===== src/ofp_defines.vh =====
// constants for the output fault protection logic
`ifndef OFP_DEFINES_VH
`define OFP_DEFINES_VH

`define OFP_CLK_KHZ        20000
// window and restart times in microseconds, nominal
`define OFP_T_WIN1_US      2000
`define OFP_T_WIN2_US      8000
`define OFP_T_WIN3_US      64000
`define OFP_T_RESTART_US   64000
// blanking 50 us typical, 100 us max; deglitch 2 us typical
`define OFP_T_BLANK_US     50
`define OFP_T_DEGLITCH_US  2
// derived cycle counts (rounded down, nominal values)
`define OFP_CYC(us)        ((us) * `OFP_CLK_KHZ / 1000)
`define OFP_CNT_W          21

// inrush phase codes
`define OFP_PH_IDLE        2'h0
`define OFP_PH_WIN1        2'h1
`define OFP_PH_WIN2        2'h2
`define OFP_PH_WIN3        2'h3

`endif


===== src/ofp_channel.v =====
// one output channel: inrush windows, thermal stages, autorestart
`timescale 1ns/1ps
`default_nettype none
`include "ofp_defines.vh"

module ofp_channel #(
  parameter integer WIN1_CYC     = `OFP_CYC(`OFP_T_WIN1_US),
  parameter integer WIN2_CYC     = `OFP_CYC(`OFP_T_WIN2_US),
  parameter integer WIN3_CYC     = `OFP_CYC(`OFP_T_WIN3_US),
  parameter integer RESTART_CYC  = `OFP_CYC(`OFP_T_RESTART_US),
  parameter integer DEGLITCH_CYC = `OFP_CYC(`OFP_T_DEGLITCH_US)
) (
  input  wire       i_clk,
  input  wire       i_rst,
  input  wire       i_on_cmd,
  input  wire       i_on_rise,
  input  wire       i_short_win,
  input  wire       i_fail_mode,
  input  wire       i_blank,
  input  wire       i_over_inrush,
  input  wire       i_over_steady,
  input  wire       i_warn_hi,
  input  wire       i_warn_lo,
  input  wire       i_warn_sel,
  input  wire       i_shutdown_temp,
  input  wire       i_status_read,
  output reg        o_out_en,
  output reg  [1:0] o_phase,
  output reg        o_warn_flag,
  output reg        o_sd_flag,
  output reg        o_oc_flag
);

  reg  [`OFP_CNT_W-1:0] win_cnt_reg;
  reg  [`OFP_CNT_W-1:0] rst_cnt_reg;
  reg  [7:0]            dgl_cnt_reg;
  reg                   restart_wait_reg;
  reg                   latch_off_reg;
  wire                  warn_now;
  wire [`OFP_CNT_W-1:0] win_len;
  wire                  win_done;
  wire                  overcur;

  // -------------------------------------------------------------
  // window length for the current phase
  // -------------------------------------------------------------
  assign win_len = (o_phase == `OFP_PH_WIN1) ? WIN1_CYC[`OFP_CNT_W-1:0] :
                   (o_phase == `OFP_PH_WIN2) ? WIN2_CYC[`OFP_CNT_W-1:0] :
                                               WIN3_CYC[`OFP_CNT_W-1:0];
  // shortened option halves every window
  assign win_done = (win_cnt_reg + 21'h000001) >=
                    (i_short_win ? (win_len >> 1) : win_len);
  assign warn_now = i_warn_sel ? i_warn_lo : i_warn_hi;
  assign overcur  = (o_phase == `OFP_PH_IDLE) ? i_over_steady : i_over_inrush;

  always @(posedge i_clk) begin
    if (i_rst) begin
      win_cnt_reg      <= 21'h000000;
      rst_cnt_reg      <= 21'h000000;
      dgl_cnt_reg      <= 8'h00;
      restart_wait_reg <= 1'b0;
      latch_off_reg    <= 1'b0;
      o_out_en         <= 1'b0;
      o_phase          <= `OFP_PH_IDLE;
      o_warn_flag      <= 1'b0;
      o_sd_flag        <= 1'b0;
      o_oc_flag        <= 1'b0;
    end else begin
      // -----------------------------------------------------------
      // inrush windows
      // -----------------------------------------------------------
      if (i_on_rise) begin
        o_phase     <= `OFP_PH_WIN1;
        win_cnt_reg <= 21'h000000;
      end else if (o_phase != `OFP_PH_IDLE && i_on_cmd && !o_sd_flag) begin
        if (win_done) begin
          win_cnt_reg <= 21'h000000;
          case (o_phase)
            `OFP_PH_WIN1: o_phase <= `OFP_PH_WIN2;
            `OFP_PH_WIN2: o_phase <= `OFP_PH_WIN3;
            default:      o_phase <= `OFP_PH_IDLE;
          endcase
        end else begin
          win_cnt_reg <= win_cnt_reg + 21'h000001;
        end
      end

      // -----------------------------------------------------------
      // thermal: warning keeps output state, shutdown after deglitch
      // -----------------------------------------------------------
      if (i_shutdown_temp && !i_blank) begin
        if (dgl_cnt_reg + 8'h01 >= DEGLITCH_CYC[7:0]) begin
          o_sd_flag     <= 1'b1;
          latch_off_reg <= 1'b1;
        end else begin
          dgl_cnt_reg <= dgl_cnt_reg + 8'h01;
        end
      end else begin
        dgl_cnt_reg <= 8'h00;
      end
      // set wins over clear; clear needs cool-down and a read
      if (warn_now && !i_blank)
        o_warn_flag <= 1'b1;
      else if (i_status_read)
        o_warn_flag <= 1'b0;
      if (i_status_read && !i_shutdown_temp && !(i_shutdown_temp && !i_blank))
        o_sd_flag <= 1'b0;

      // -----------------------------------------------------------
      // overcurrent and fail-mode autorestart
      // -----------------------------------------------------------
      if (overcur && !i_blank && o_out_en) begin
        o_oc_flag <= 1'b1;
        if (i_fail_mode && o_phase != `OFP_PH_WIN1) begin
          restart_wait_reg <= 1'b1;
          rst_cnt_reg      <= 21'h000000;
        end else begin
          latch_off_reg <= 1'b1;
        end
      end else if (i_status_read) begin
        o_oc_flag <= 1'b0;
      end
      if (restart_wait_reg) begin
        if (rst_cnt_reg + 21'h000001 >= RESTART_CYC[`OFP_CNT_W-1:0]) begin
          restart_wait_reg <= 1'b0;
          o_phase          <= `OFP_PH_WIN1;
          win_cnt_reg      <= 21'h000000;
        end else begin
          rst_cnt_reg <= rst_cnt_reg + 21'h000001;
        end
      end
      // a fresh turn-on command releases a latched fault unless shutdown temperature is still present
      if (i_on_rise && !i_shutdown_temp)
        latch_off_reg <= 1'b0;
      o_out_en <= i_on_cmd && !latch_off_reg && !restart_wait_reg &&
                  !(overcur && !i_blank && o_out_en) && !(o_sd_flag);
    end
  end

endmodule // ofp_channel

`default_nettype wire


===== src/ofp_top.v =====
// top of the output fault protection logic for all channels
// Operation
// - thermal bit and hot die cut level 15%
// - thermal bit clear keeps default first level
// - transient bit halves levels below half supply, in inrush windows only
// - transient bit clear keeps default levels
// - first window 2 ms, short 1 ms
// - second window 8 ms, short 4 ms
// - third window 64 ms, short 32 ms
// - fail mode restart after 64 ms for faults outside the first window
// - blank faults 50 us after wake-up
// - per-channel warning and shutdown temperature stages
// - warning keeps output state, flags it
// - shutdown after deglitch, status after deglitch
// - warning shown in quick and channel status
// - select bit picks high or low warning
// - warning clears after cool-down and read
// - short bit halves every window
// - windows count only while on command
`timescale 1ns/1ps
`default_nettype none
`include "ofp_defines.vh"

module ofp_top #(
  parameter integer NCH          = 5,
  parameter integer WIN1_CYC     = `OFP_CYC(`OFP_T_WIN1_US),
  parameter integer WIN2_CYC     = `OFP_CYC(`OFP_T_WIN2_US),
  parameter integer WIN3_CYC     = `OFP_CYC(`OFP_T_WIN3_US),
  parameter integer RESTART_CYC  = `OFP_CYC(`OFP_T_RESTART_US),
  parameter integer BLANK_CYC    = `OFP_CYC(`OFP_T_BLANK_US),
  parameter integer DEGLITCH_CYC = `OFP_CYC(`OFP_T_DEGLITCH_US)
) (
  input  wire           I_CLK,
  input  wire           I_RST,
  input  wire           i_wake,
  input  wire           i_fail_mode,
  input  wire           i_thermal_adjust_bit,
  input  wire           i_transient_adjust_bit,
  input  wire           i_warning_threshold_select,
  input  wire [NCH-1:0] i_channel_on_command,
  input  wire [NCH-1:0] i_shortened_window_bit,
  input  wire [NCH-1:0] i_status_read,
  input  wire           i_die_hot,
  input  wire [NCH-1:0] i_out_below_half,
  input  wire [NCH-1:0] i_over_inrush,
  input  wire [NCH-1:0] i_over_steady,
  input  wire [NCH-1:0] i_warn_hi,
  input  wire [NCH-1:0] i_warn_lo,
  input  wire [NCH-1:0] i_shutdown_temp,
  output reg  [NCH-1:0] o_out_en,
  output reg  [NCH-1:0] o_level_one_reduce,
  output reg  [NCH-1:0] o_level_halve,
  output reg  [2*NCH-1:0] o_phase,
  output reg  [NCH-1:0] o_channel_temp_warning_flag,
  output reg  [NCH-1:0] o_thermal_shutdown,
  output reg  [NCH-1:0] o_overcurrent_flag,
  output reg            o_quick_temp_warning,
  output reg            o_blanking
);

  // -------------------------------------------------------------
  // pin synchronisers: comparator results come from the analog side
  // -------------------------------------------------------------
  localparam integer SW = 6 * NCH + 2;
  wire [SW-1:0] async_in;
  reg  [SW-1:0] sync1_reg;
  reg  [SW-1:0] sync2_reg;
  assign async_in = {i_wake, i_die_hot, i_out_below_half, i_over_inrush,
                     i_over_steady, i_warn_hi, i_warn_lo, i_shutdown_temp};

  always @(posedge I_CLK) begin
    if (I_RST) begin
      sync1_reg <= {SW{1'b0}};
      sync2_reg <= {SW{1'b0}};
    end else begin
      sync1_reg <= async_in;
      sync2_reg <= sync1_reg;
    end
  end

  wire           s_wake     = sync2_reg[6*NCH+1];
  wire           s_hot      = sync2_reg[6*NCH];
  wire [NCH-1:0] s_below    = sync2_reg[5*NCH +: NCH];
  wire [NCH-1:0] s_inrush   = sync2_reg[4*NCH +: NCH];
  wire [NCH-1:0] s_steady   = sync2_reg[3*NCH +: NCH];
  wire [NCH-1:0] s_whi      = sync2_reg[2*NCH +: NCH];
  wire [NCH-1:0] s_wlo      = sync2_reg[NCH +: NCH];
  wire [NCH-1:0] s_sd       = sync2_reg[0 +: NCH];

  // -------------------------------------------------------------
  // wake-up blanking
  // -------------------------------------------------------------
  reg        wake_d_reg;
  reg [11:0] blank_cnt_reg;
  wire       blank_now = (blank_cnt_reg != 12'h000);

  always @(posedge I_CLK) begin
    if (I_RST) begin
      wake_d_reg    <= 1'b0;
      blank_cnt_reg <= 12'h000;
    end else begin
      wake_d_reg <= s_wake;
      if (s_wake && !wake_d_reg)
        blank_cnt_reg <= BLANK_CYC[11:0];
      else if (blank_now)
        blank_cnt_reg <= blank_cnt_reg - 12'h001;
    end
  end

  // -------------------------------------------------------------
  // on command edge detect (command is same-domain logic)
  // -------------------------------------------------------------
  reg  [NCH-1:0] on_d_reg;
  wire [NCH-1:0] on_rise = i_channel_on_command & ~on_d_reg;
  always @(posedge I_CLK) begin
    if (I_RST)
      on_d_reg <= {NCH{1'b0}};
    else
      on_d_reg <= i_channel_on_command;
  end

  // -------------------------------------------------------------
  // channels: each owns its windows and temperature stages
  // -------------------------------------------------------------
  wire [NCH-1:0]   ch_en;
  wire [2*NCH-1:0] ch_phase;
  wire [NCH-1:0]   ch_warn;
  wire [NCH-1:0]   ch_sd;
  wire [NCH-1:0]   ch_oc;

  genvar g;
  generate
    for (g = 0; g < NCH; g = g + 1) begin : g_ch
      ofp_channel #(
        .WIN1_CYC     (WIN1_CYC),
        .WIN2_CYC     (WIN2_CYC),
        .WIN3_CYC     (WIN3_CYC),
        .RESTART_CYC  (RESTART_CYC),
        .DEGLITCH_CYC (DEGLITCH_CYC)
      ) u_ch (
        .i_clk           (I_CLK),
        .i_rst           (I_RST),
        .i_on_cmd        (i_channel_on_command[g]),
        .i_on_rise       (on_rise[g]),
        .i_short_win     (i_shortened_window_bit[g]),
        .i_fail_mode     (i_fail_mode),
        .i_blank         (blank_now),
        .i_over_inrush   (s_inrush[g]),
        .i_over_steady   (s_steady[g]),
        .i_warn_hi       (s_whi[g]),
        .i_warn_lo       (s_wlo[g]),
        .i_warn_sel      (i_warning_threshold_select),
        .i_shutdown_temp (s_sd[g]),
        .i_status_read   (i_status_read[g]),
        .o_out_en        (ch_en[g]),
        .o_phase         (ch_phase[2*g +: 2]),
        .o_warn_flag     (ch_warn[g]),
        .o_sd_flag       (ch_sd[g]),
        .o_oc_flag       (ch_oc[g])
      );
    end
  endgenerate

  // -------------------------------------------------------------
  // threshold adjust and registered outputs
  // -------------------------------------------------------------
  // the halving only applies during the off-to-on inrush phase
  reg [NCH-1:0] in_inrush;
  integer k;
  always @* begin
    for (k = 0; k < NCH; k = k + 1)
      in_inrush[k] = (ch_phase[2*k +: 2] != `OFP_PH_IDLE);
  end

  always @(posedge I_CLK) begin
    if (I_RST) begin
      o_out_en                    <= {NCH{1'b0}};
      o_level_one_reduce          <= {NCH{1'b0}};
      o_level_halve               <= {NCH{1'b0}};
      o_phase                     <= {2*NCH{1'b0}};
      o_channel_temp_warning_flag <= {NCH{1'b0}};
      o_thermal_shutdown          <= {NCH{1'b0}};
      o_overcurrent_flag          <= {NCH{1'b0}};
      o_quick_temp_warning        <= 1'b0;
      o_blanking                  <= 1'b0;
    end else begin
      o_out_en                    <= ch_en;
      o_level_one_reduce          <= {NCH{i_thermal_adjust_bit & s_hot}};
      o_level_halve               <= {NCH{i_transient_adjust_bit}} & s_below & in_inrush;
      o_phase                     <= ch_phase;
      o_channel_temp_warning_flag <= ch_warn;
      o_thermal_shutdown          <= ch_sd;
      o_overcurrent_flag          <= ch_oc;
      o_quick_temp_warning        <= |ch_warn;
      o_blanking                  <= blank_now;
    end
  end

endmodule // ofp_top

`default_nettype wire


===== config.mk =====
export PLATFORM = sky130hd
export DESIGN_NAME = ofp_top
export DESIGN_NICKNAME = d
export VERILOG_FILES = /design/src/ofp_channel.v /design/src/ofp_top.v
export VERILOG_INCLUDE_DIRS = /design/src
export SDC_FILE = /design/constraint.sdc
export NUM_CORES = 1
export LEC_CHECK = 0
export ABC_CLOCK_PERIOD_IN_PS = 3800
export BUFFER_PORTS_ARGS = -buffer_cell sky130_fd_sc_hd__buf_2
export CAP_MARGIN = 30
export CORE_MARGIN = 2
export CORE_UTILIZATION = 30
export CTS_CLUSTER_SIZE = 8
export DETAILED_ROUTE_END_ITERATION = 10
export PLACE_DENSITY = 0.43
export RECOVER_POWER = 100
export SLEW_MARGIN = 20
export SYNTH_ARGS = -nofsm -noshare
export SYNTH_HDL_FRONTEND = slang
export SYNTH_HIERARCHICAL = 1
export SYNTH_SLANG_ARGS = --single-unit
export TNS_END_PERCENT = 100

===== constraint.sdc =====
create_clock -name I_CLK -period 3.8 [get_ports I_CLK]
set_input_delay 0.76 -clock I_CLK [delete_from_list [all_inputs] [get_ports I_CLK]]
set_output_delay 0.76 -clock I_CLK [all_outputs]
set_load 0.03 [all_outputs]

==> results.json, run 1 <==
{
  "port-buffer-count": 94,
  "die_area_mm2": 0.0781,
  "setup_viol": 0,
  "avgRoutedWirePerCell_um": 15.1,
  "synth_edf_count": 0,
  "grt_overflow": 0,
  "grt_first_pass_wirelength_um": 94600,
  "core_area_mm2": 0.0748,
  "fin_worst_skew_ps": 33.1,
  "ys_warn_count": 6,
  "clk_latency_ps": 620,
  "area_growth_pct": 14.1,
  "drive_above_1_share": 0.124,
  "grt_antenna_before_repair": 2,
  "final_cell_mix": "dfxtp_1 (406), nand2_1 (262), nor2_1 (212)",
  "worstHoldPathType": "in2reg",
  "syn_area_mm2": 0.0228,
  "synth_flop_cell": "dfxtp_1",
  "grt_max_degree": 47,
  "p_int_mw": 7.61,
  "start_kind": "flop",
  "end_kind": "flop",
  "cts-root-buf": "clkbuf_16",
  "drt-initial-drc-count": 858,
  "fmax_mhz": 278,
  "initial_core_util": 0.304,
  "grt_usage": 0.144,
  "totalWireLength_um": 57000,
  "power_leakage_nw": 9.69,
  "die_w_um": 279,
  "holdBufCountCts": 0,
  "vias": 19200,
  "drc": 0,
  "synth_cells": 2684,
  "gp_congestion": 0.809,
  "clk_pin_slew_worst_paths_ps": 50,
  "status": "finished clean",
  "cts_buffer_depth": 3,
  "grt_pass1_vias": 18500,
  "ios": 95,
  "avgSynthCellArea_um2": 8.48,
  "layout.nets": 2980,
  "power.switching_mw": 2.61,
  "power_mw": 10.2,
  "avgViaCountPerCell": 5.07,
  "placed_cells": 3710,
  "slew_viol_final": 0,
  "antenna_cells": 0,
  "seqCellArea_mm2": 0.00821,
  "timing.final.crit_share": 0.947,
  "cts-buffers-inserted": 58,
  "power_density_mw_per_mm2": 394,
  "rows": 100,
  "max-vdd-ir-drop_v": 0.000318,
  "ys_ff_latch": 410,
  "clock_sinks": 410,
  "path_class": "reg2reg",
  "tightestPinTransition_ps": 1140,
  "nFillCells": 7842,
  "switching_share": 0.255,
  "slew_headroom": 0.238,
  "place_hpwl_um": 40300,
  "multi_input_area_mm2": 0.0137,
  "synth_cell_types": 98,
  "mostFrequentLayoutCell": "dfxtp_1",
  "crit_fanout": 13,
  "p_comb_frac": 0.095,
  "finalNonFillerCells": 3785,
  "finalHoldViolations": 0,
  "drv_cap": 0,
  "async_reset_ff_frac": 0,
  "yosysSeqAreaShare": 0.361,
  "min_path_cells": 2,
  "worst_ep_required_time_ps": 4330,
  "worst_r2r_path_depth": 15,
  "p_seq_frac": 0.445,
  "die_y_um": 279,
  "clockPowerShare": 0.459,
  "tritoncts": "done",
  "firstDrtPassIters": 5,
  "critPathArrivalTime_ps": 4130,
  "fin_crit_ps": 3600,
  "syn-num-nets": 2859,
  "htree_levels": 2,
  "final_antenna_net_count": 0
}
[worst paths after layout]
check                                                             from                                     end  slack, ps
worst max register to register  g_ch[3].u_ch/win_cnt_reg[0]$_SDFF_PP0_  g_ch[3].u_ch/win_cnt_reg[9]$_SDFF_PP0_        200
worst min register to register                sync2_reg[30]$_SDFF_PP0_        o_level_one_reduce[0]$_SDFF_PP0_        420
worst max-delay path            g_ch[3].u_ch/win_cnt_reg[0]$_SDFF_PP0_  g_ch[3].u_ch/win_cnt_reg[9]$_SDFF_PP0_        200
worst min-delay path                                  i_over_inrush[4]                sync1_reg[24]$_SDFF_PP0_        350
[what timing repair did]
item	CTS	global route
resized for setup	1	20
pin swaps	0	5
setup endpoints to repair	14	76
gates cloned	0	0
setup buffers	0	4
[per-stage QoR]
step	cell area [µm²]	TNS (ps)	hold WS [ps]	utilization	setup slack [ps]
detailed placement	24500	-1640	416	0.327	-145
global route	26000	-370	324	0.347	-59.0
floorplan	22800	0	395	-	285
global placement	24500	-1430	413	0.327	-127
CTS	26100	0	297	0.348	24.9
finish	26000	0	347	0.347	201
[power by group through the flow]
| stage | registers [mW] | logic (mW) | clock network [mW] |
|---|---|---|---|
| floorplan | 4.63 | 0.665 | 0 |
| global placement | 4.64 | 1.01 | 0 |
| detailed placement | 4.64 | 1.02 | 0 |
| CTS | 4.55 | 1.03 | 4.91 |
| global route | 4.57 | 1.10 | 5.07 |
| finish | 4.56 | 0.973 | 4.70 |
[per-layer routing]
| metal | global-route usage | vias to the layer above | wire, µm |
|---|---|---|---|
| met4 | 0.0403 | 2 | 1230 |
| li1 | - | 9775 | - |
| met1 | 0.196 | 9050 | 28000 |
| met3 | 0.0223 | 79 | 2230 |
| met2 | 0.236 | 287 | 25500 |
| met5 | 0 | - | 12 |
[critical path, stage by stage, from the launching register on]
cell and delay (ps):
dfxtp_2 370, ha_1 180, and2_4 160, nand4_1 120, or3_4 370, or2_2 330
xnor2_1 140, ha_1 340, nand4_1 140, nor2_1 90, a221oi_2 280, o41ai_2 130
a311oi_2 320, nor2_2 110, buf_4 210, nor3_1 210
[area by class of cell]
class,instances,share of cell area
clock inverter,2,0.00111
sequential,410,0.316
multi-input combinational,2086,0.526
tap,969,0.0467
inverter,67,0.00969
clock buffer,69,0.0598
timing repair buffer,182,0.0401
[logic make-up after synthesis]
group,Yosys count,share of synthesized area
and+or+nand+nor,1246,0.288
AOI/OAI and AO/OA,476,0.151
DFF,410,0.361
xor gates and xnor gates,214,0.0824
buffers and inverters,188,0.0381
adders and majority gates,122,0.0671
muxes,28,0.0124
[synth_stat cells, types with 16 or more instances]
| cell type | n | share of area |
|---|---|---|
| dfxtp_1 | 410 | 0.36 |
| nand2_1 | 262 | 0.043 |
| nor2_1 | 214 | 0.035 |
| nand3_1 | 132 | 0.029 |
| nor2b_1 | 132 | 0.036 |
| nor3_1 | 130 | 0.029 |
| ha_1 | 122 | 0.067 |
| xnor2_1 | 116 | 0.045 |
| a21oi_1 | 108 | 0.024 |
| xor2_1 | 98 | 0.038 |
| o21ai_0 | 90 | 0.020 |
| clkbuf_1 | 74 | 0.012 |
| inv_1 | 67 | 0.011 |
| nand4_1 | 64 | 0.018 |
| and3_1 | 56 | 0.015 |
| or3_1 | 47 | 0.013 |
| a31oi_1 | 34 | 0.0093 |
| or2_2 | 29 | 0.0080 |
| nand2b_1 | 28 | 0.0077 |
| mux2i_1 | 26 | 0.011 |
| nor4_1 | 20 | 0.0055 |
| o211ai_1 | 19 | 0.0063 |
| buf_2 | 17 | 0.0037 |
| and4_1 | 16 | 0.0062 |
| o21ai_2 | 16 | 0.0062 |
| o21bai_1 | 16 | 0.0053 |
Note: power is estimated with default switching activity, not from simulation.
==> run 2: changes to the inputs <==
==> constraint.sdc (replaced) <==
create_clock -name I_CLK -period 3.8 [get_ports I_CLK]
set_input_delay 0.19 -clock I_CLK [delete_from_list [all_inputs] [get_ports I_CLK]]
set_output_delay 0.19 -clock I_CLK [all_outputs]
set_load 0.03 [all_outputs]
==> results.json, run 2 (synthesized netlist as in run 1, its figures left out) <==
{
  "status": "complete, but fails checks",
  "violations": "capacitance limit, slew limit",
  "grt_first_pass_wirelength_um": 96000,
  "crit_slowest_cell": "o41ai_1",
  "preCtsSetupSlack_ps": -264,
  "cts-root-buf": "clkbuf_16",
  "worst_r2r_path_depth": 13,
  "worst_ep_required_time_ps": 4270,
  "tns_ps": 0,
  "vias": 19300,
  "grt_usage": 0.146,
  "setup_slack_ps": 232,
  "grt_overflow": 0,
  "layout.nets": 3026,
  "antenna_cells": 0,
  "place_hpwl_um": 40100,
  "clk_latency_ps": 610,
  "drc": 0,
  "seqCellArea_mm2": 0.00821,
  "grt_pass1_vias": 18900,
  "drive_above_1_share": 0.123,
  "core_area_mm2": 0.0748,
  "clockPowerShare": 0.458,
  "crit_family": "simple AND/OR/NAND/NOR gates",
  "end_kind": "flop",
  "start_kind": "flop",
  "clk_pin_slew_worst_paths_ps": 50,
  "cts_buffer_depth": 3,
  "startpoint": "g_ch[2].u_ch/win_cnt_reg[0]$_SDFF_PP0_",
  "slew_headroom": -0.629,
  "timing.rr.end": "g_ch[2].u_ch/o_phase[0]$_SDFF_PP0_",
  "firstDrtPassIters": 5,
  "final_antenna_net_count": 0,
  "tightestPinTransition_ps": 2440,
  "tritoncts": "done",
  "nFillCells": 7733,
  "final_util": 0.354,
  "path_buf_inv": 0,
  "crit_end": "g_ch[2].u_ch/o_phase[0]$_SDFF_PP0_",
  "port-buffer-count": 94,
  "slew_viol_final": 105,
  "r2r_slack_ps": 230,
  "grt_antenna_before_repair": 4,
  "cts-buffers-inserted": 58,
  "clock_sinks": 410,
  "setup_viol": 0,
  "htree_levels": 2,
  "ios": 95,
  "slowest_delay_ps": 540,
  "drv_cap": 2,
  "finalHoldViolations": 0,
  "gp_congestion": 0.801,
  "area_growth_pct": 16.2,
  "timing.final.crit_share": 0.939,
  "crit_fanout": 12,
  "stdcell_area_mm2": 0.0265,
  "avgRoutedWirePerCell_um": 15.0,
  "power_leakage_nw": 9.91,
  "die_area_mm2": 0.0781,
  "power_density_mw_per_mm2": 391,
  "max-vdd-ir-drop_v": 0.000381,
  "critPathArrivalTime_ps": 4040,
  "totalWireLength_um": 57400,
  "power_mw": 10.3,
  "initial_core_util": 0.304,
  "mostFrequentLayoutCell": "dfxtp_1",
  "drt-initial-drc-count": 983,
  "path_class": "reg2reg",
  "switching_share": 0.255,
  "die_w_um": 279,
  "fmax_mhz": 280,
  "p_seq_frac": 0.441,
  "p_comb_frac": 0.101,
  "multi_input_area_mm2": 0.0136,
  "fin_crit_ps": 3570,
  "fin_worst_skew_ps": 21.3,
  "final_cell_mix": "dfxtp_1 (406), nand2_1 (262), nor2_1 (212)",
  "die_y_um": 279,
  "r2r_start": "g_ch[2].u_ch/win_cnt_reg[0]$_SDFF_PP0_",
  "worstHoldPathType": "in2reg",
  "power.switching_mw": 2.64,
  "post_dp_cell_area_mm2": 0.0245,
  "p_int_mw": 7.70,
  "avgViaCountPerCell": 5.04,
  "crit_cells": 13,
  "grt_max_degree": 54,
  "rows": 100,
  "path_cells": "ha_1, and2_1, nand4_1, or3_1, or2_2, xnor2_1, ha_1, nand4_1, o41ai_1, a311oi_2, nor2_4, mux2i_1, a21oi_1"
}
## run 2: changes by cell type in the layout (fill, tap and decap cells not counted), moves of 2 or more
cell and change:
dlygate4sd3_1 +49, clkbuf_1 -7, a211oi_2 +2, and3_1 -2
and3_2 +2, buf_4 +2, clkbuf_16 +2
## run 2: worst min path at each step
stage                               startpoint  cells after the start  slack (ps)                                    end
after global routing          i_status_read[0]                      4         110    g_ch[0].u_ch/o_oc_flag$_SDFFE_PP0P_
after floorplan           i_thermal_adjust_bit                      2         310       o_level_one_reduce[0]$_SDFF_PP0_
final                         i_status_read[0]                      4         120    g_ch[0].u_ch/o_oc_flag$_SDFFE_PP0P_
after detailed placement      i_over_inrush[4]                      2         400               sync1_reg[24]$_SDFF_PP0_
after CTS                     i_status_read[0]                      4          90  g_ch[0].u_ch/o_warn_flag$_SDFFE_PP0P_
after global placement            i_warn_hi[2]                      2         400               sync1_reg[12]$_SDFF_PP0_
## run 2: per-layer routing
layer | vias to the layer above | GRT usage | part of all wire
li1 | 9875 | - | -
met1 | 9058 | 0.201 | 0.50
met2 | 288 | 0.236 | 0.45
met3 | 76 | 0.0226 | 0.038
met4 | 2 | 0.0406 | 0.020
met5 | - | 0 | 0.00012
## run 2: final cells by class
type,instances,area share
clock buffer,69,0.0600
clock inverter,1,0.000189
inverter,67,0.00951
multi-input combinational,2086,0.516
sequential,410,0.311
tap,969,0.0458
timing repair buffer,228,0.0584
## run 2: timing repair
action	CTS	global route
pin swaps	0	5
hold buffers	49	0
setup buffers	0	1
gates resized for setup	2	18
endpoints found under the setup margin	21	45
hold endpoints to repair	72	0
## run 2: power groups by stage
stage	clock, mW	combinational [mW]	sequential (mW)
final	4.74	1.04	4.56
after floorplan	0	0.665	4.63
after global placement	0	1.01	4.64
after CTS	4.96	1.07	4.55
after global routing	5.11	1.16	4.57
after detailed placement	0	1.03	4.64
## run 2: worst register-to-register path, stage by stage, from the launching register on
cell      delay, ps
dfxtp_1         330
ha_1            180
and2_1          160
nand4_1         130
or3_1           350
or2_2           330
xnor2_1         130
ha_1            310
nand4_1         120
o41ai_1         540
a311oi_2        220
nor2_4          330
mux2i_1         240
a21oi_1          80
## run 2: metrics by stage
| stage | instances | hold slack (ps) |
|---|---|---|
| after floorplan | 2684 | 310 |
| after global placement | 3709 | 403 |
| after detailed placement | 3709 | 402 |
| after CTS | 3828 | 85.9 |
| after global routing | 3830 | 110 |
| final | 3830 | 121 |
==> run 3: changes to the inputs <==
GPL_TIMING_DRIVEN = 1   (was not set)
PLACE_DENSITY = not set   (was 0.43)
==> results.json, run 3 (synthesized netlist as in run 1, its figures left out) <==
{
  "worstHoldPathType": "in2reg",
  "port-buffer-count": 94,
  "cts_buffer_depth": 3,
  "path_buf_inv": 1,
  "layout.nets": 2996,
  "path_cells": "ha_1, and2_1, nand4_1, or3_4, or2_2, xnor2_1, ha_1, nand4_1, nor2_1, a221oi_2, o41ai_2, a311oi_2, nor2_1, buf_6, mux2i_1, a21oi_1",
  "die_area_mm2": 0.0781,
  "area_growth_pct": 14.5,
  "violations": "capacitance limit, slew limit",
  "gp_congestion": 0.858,
  "power_leakage_nw": 9.68,
  "wl_met1_um": 26400,
  "rows": 100,
  "fmax_mhz": 279,
  "firstDrtPassIters": 5,
  "timing.final.crit_share": 0.942,
  "max-vdd-ir-drop_v": 0.000327,
  "critPathArrivalTime_ps": 4050,
  "grt_overflow": 0,
  "grt_usage": 0.134,
  "place_hpwl_um": 37100,
  "drive_above_1_share": 0.110,
  "avgRoutedWirePerCell_um": 14.1,
  "die_w_um": 279,
  "fin_crit_ps": 3580,
  "cts-buffers-inserted": 57,
  "crit_slowest_cell": "dfxtp_1",
  "vias": 18900,
  "drv_cap": 2,
  "grt_antenna_before_repair": 3,
  "final_antenna_net_count": 0,
  "crit_fanout": 11,
  "initial_core_util": 0.304,
  "nFillCells": 7755,
  "top_layer": "met4",
  "start_kind": "flop",
  "slew_viol_final": 86,
  "htree_levels": 2,
  "tritoncts": "done",
  "grt_max_degree": 65,
  "setup_viol": 0,
  "clk_pin_slew_worst_paths_ps": 50,
  "slew_headroom": -0.277,
  "totalWireLength_um": 53400,
  "path_class": "reg2reg",
  "end_kind": "flop",
  "final_cell_mix": "dfxtp_1 (406), nand2_1 (262), nor2_1 (214)",
  "core_area_mm2": 0.0748,
  "wl_met2_um": 23300,
  "finalHoldViolations": 0,
  "fin_worst_skew_ps": 30.4,
  "grt_pass1_vias": 17900,
  "worst_ep_required_time_ps": 4270,
  "die_y_um": 279,
  "status": "complete, but fails checks",
  "tightestPinTransition_ps": 1910,
  "slowest_delay_ps": 390,
  "placed_cells": 3688,
  "clock_sinks": 410,
  "mostFrequentLayoutCell": "dfxtp_1",
  "drt-initial-drc-count": 1079,
  "grt_first_pass_wirelength_um": 88600,
  "clk_latency_ps": 600,
  "drc": 0,
  "cts_setup_buffers": 0,
  "whs_ps": 2.97,
  "finalNonFillerCells": 3797,
  "ios": 95,
  "crit_family": "simple AND/OR/NAND/NOR gates",
  "cts-root-buf": "clkbuf_16",
  "power_density_mw_per_mm2": 385,
  "avgViaCountPerCell": 4.99,
  "wl_met3_um": 2770
}
-- run 3: what timing repair did --
action / CTS / global route
hold buffers: 41 / 0
setup endpoints to repair: 0 / 59
hold endpoints to repair: 49 / 0
resized for setup: 0 / 16
-- run 3: stage by stage --
| step | setup TNS [ps] | power, mW | area (µm²) | util | setup WS, ps |
|---|---|---|---|---|---|
| finish | 0 | 10.0 | 26100 | 0.348 | 221 |
| global route | -49.8 | 10.5 | 26100 | 0.348 | -49.8 |
| CTS | 0 | 10.2 | 26200 | 0.350 | 12.6 |
| detailed placement | 0 | 5.61 | 24300 | 0.325 | 47.5 |
| global placement | 0 | 5.60 | 24300 | 0.325 | 75.0 |
| floorplan | 0 | 5.30 | 22800 | - | 285 |
-- run 3: worst paths after layout --
kind / depth (start not counted) / start / endpoint / slack, ps
worst min-delay path: 2 / I_RST / sync1_reg[27]$_SDFF_PP0_ / 3
worst min register to register: 2 / sync2_reg[30]$_SDFF_PP0_ / o_level_one_reduce[0]$_SDFF_PP0_ / 410
worst max register to register: 16 / g_ch[0].u_ch/win_cnt_reg[1]$_SDFF_PP0_ / g_ch[0].u_ch/o_phase[0]$_SDFF_PP0_ / 220
worst max-delay path: 16 / g_ch[0].u_ch/win_cnt_reg[1]$_SDFF_PP0_ / g_ch[0].u_ch/o_phase[0]$_SDFF_PP0_ / 220
-- run 3: layout make-up --
type | count | area (µm²) | share of cell area
multi-input combinational | 2086 | 13600 | 0.522
sequential | 410 | 8210 | 0.315
clock buffer | 64 | 1470 | 0.0566
timing repair buffer | 199 | 1270 | 0.0489
tap | 969 | 1210 | 0.0465
inverter | 67 | 251 | 0.00965
clock inverter | 1 | 16.3 | 0.000624
antenna | 1 | 2.50 | 0.0000961
-- run 3: routing by layer --
layer	global-route usage	vias to the layer above
met1	0.185	8732
met3	0.0269	73
met2	0.214	303
li1	-	9822
met5	0	-
met4	0.0325	0
-- run 3: where the power goes --
part           switching, mW  total [mW]  internal (mW)
clock                   1.83        4.49           2.67
combinational          0.606       0.987          0.381
sequential             0.118        4.56           4.44
total                   2.55        10.0           7.48
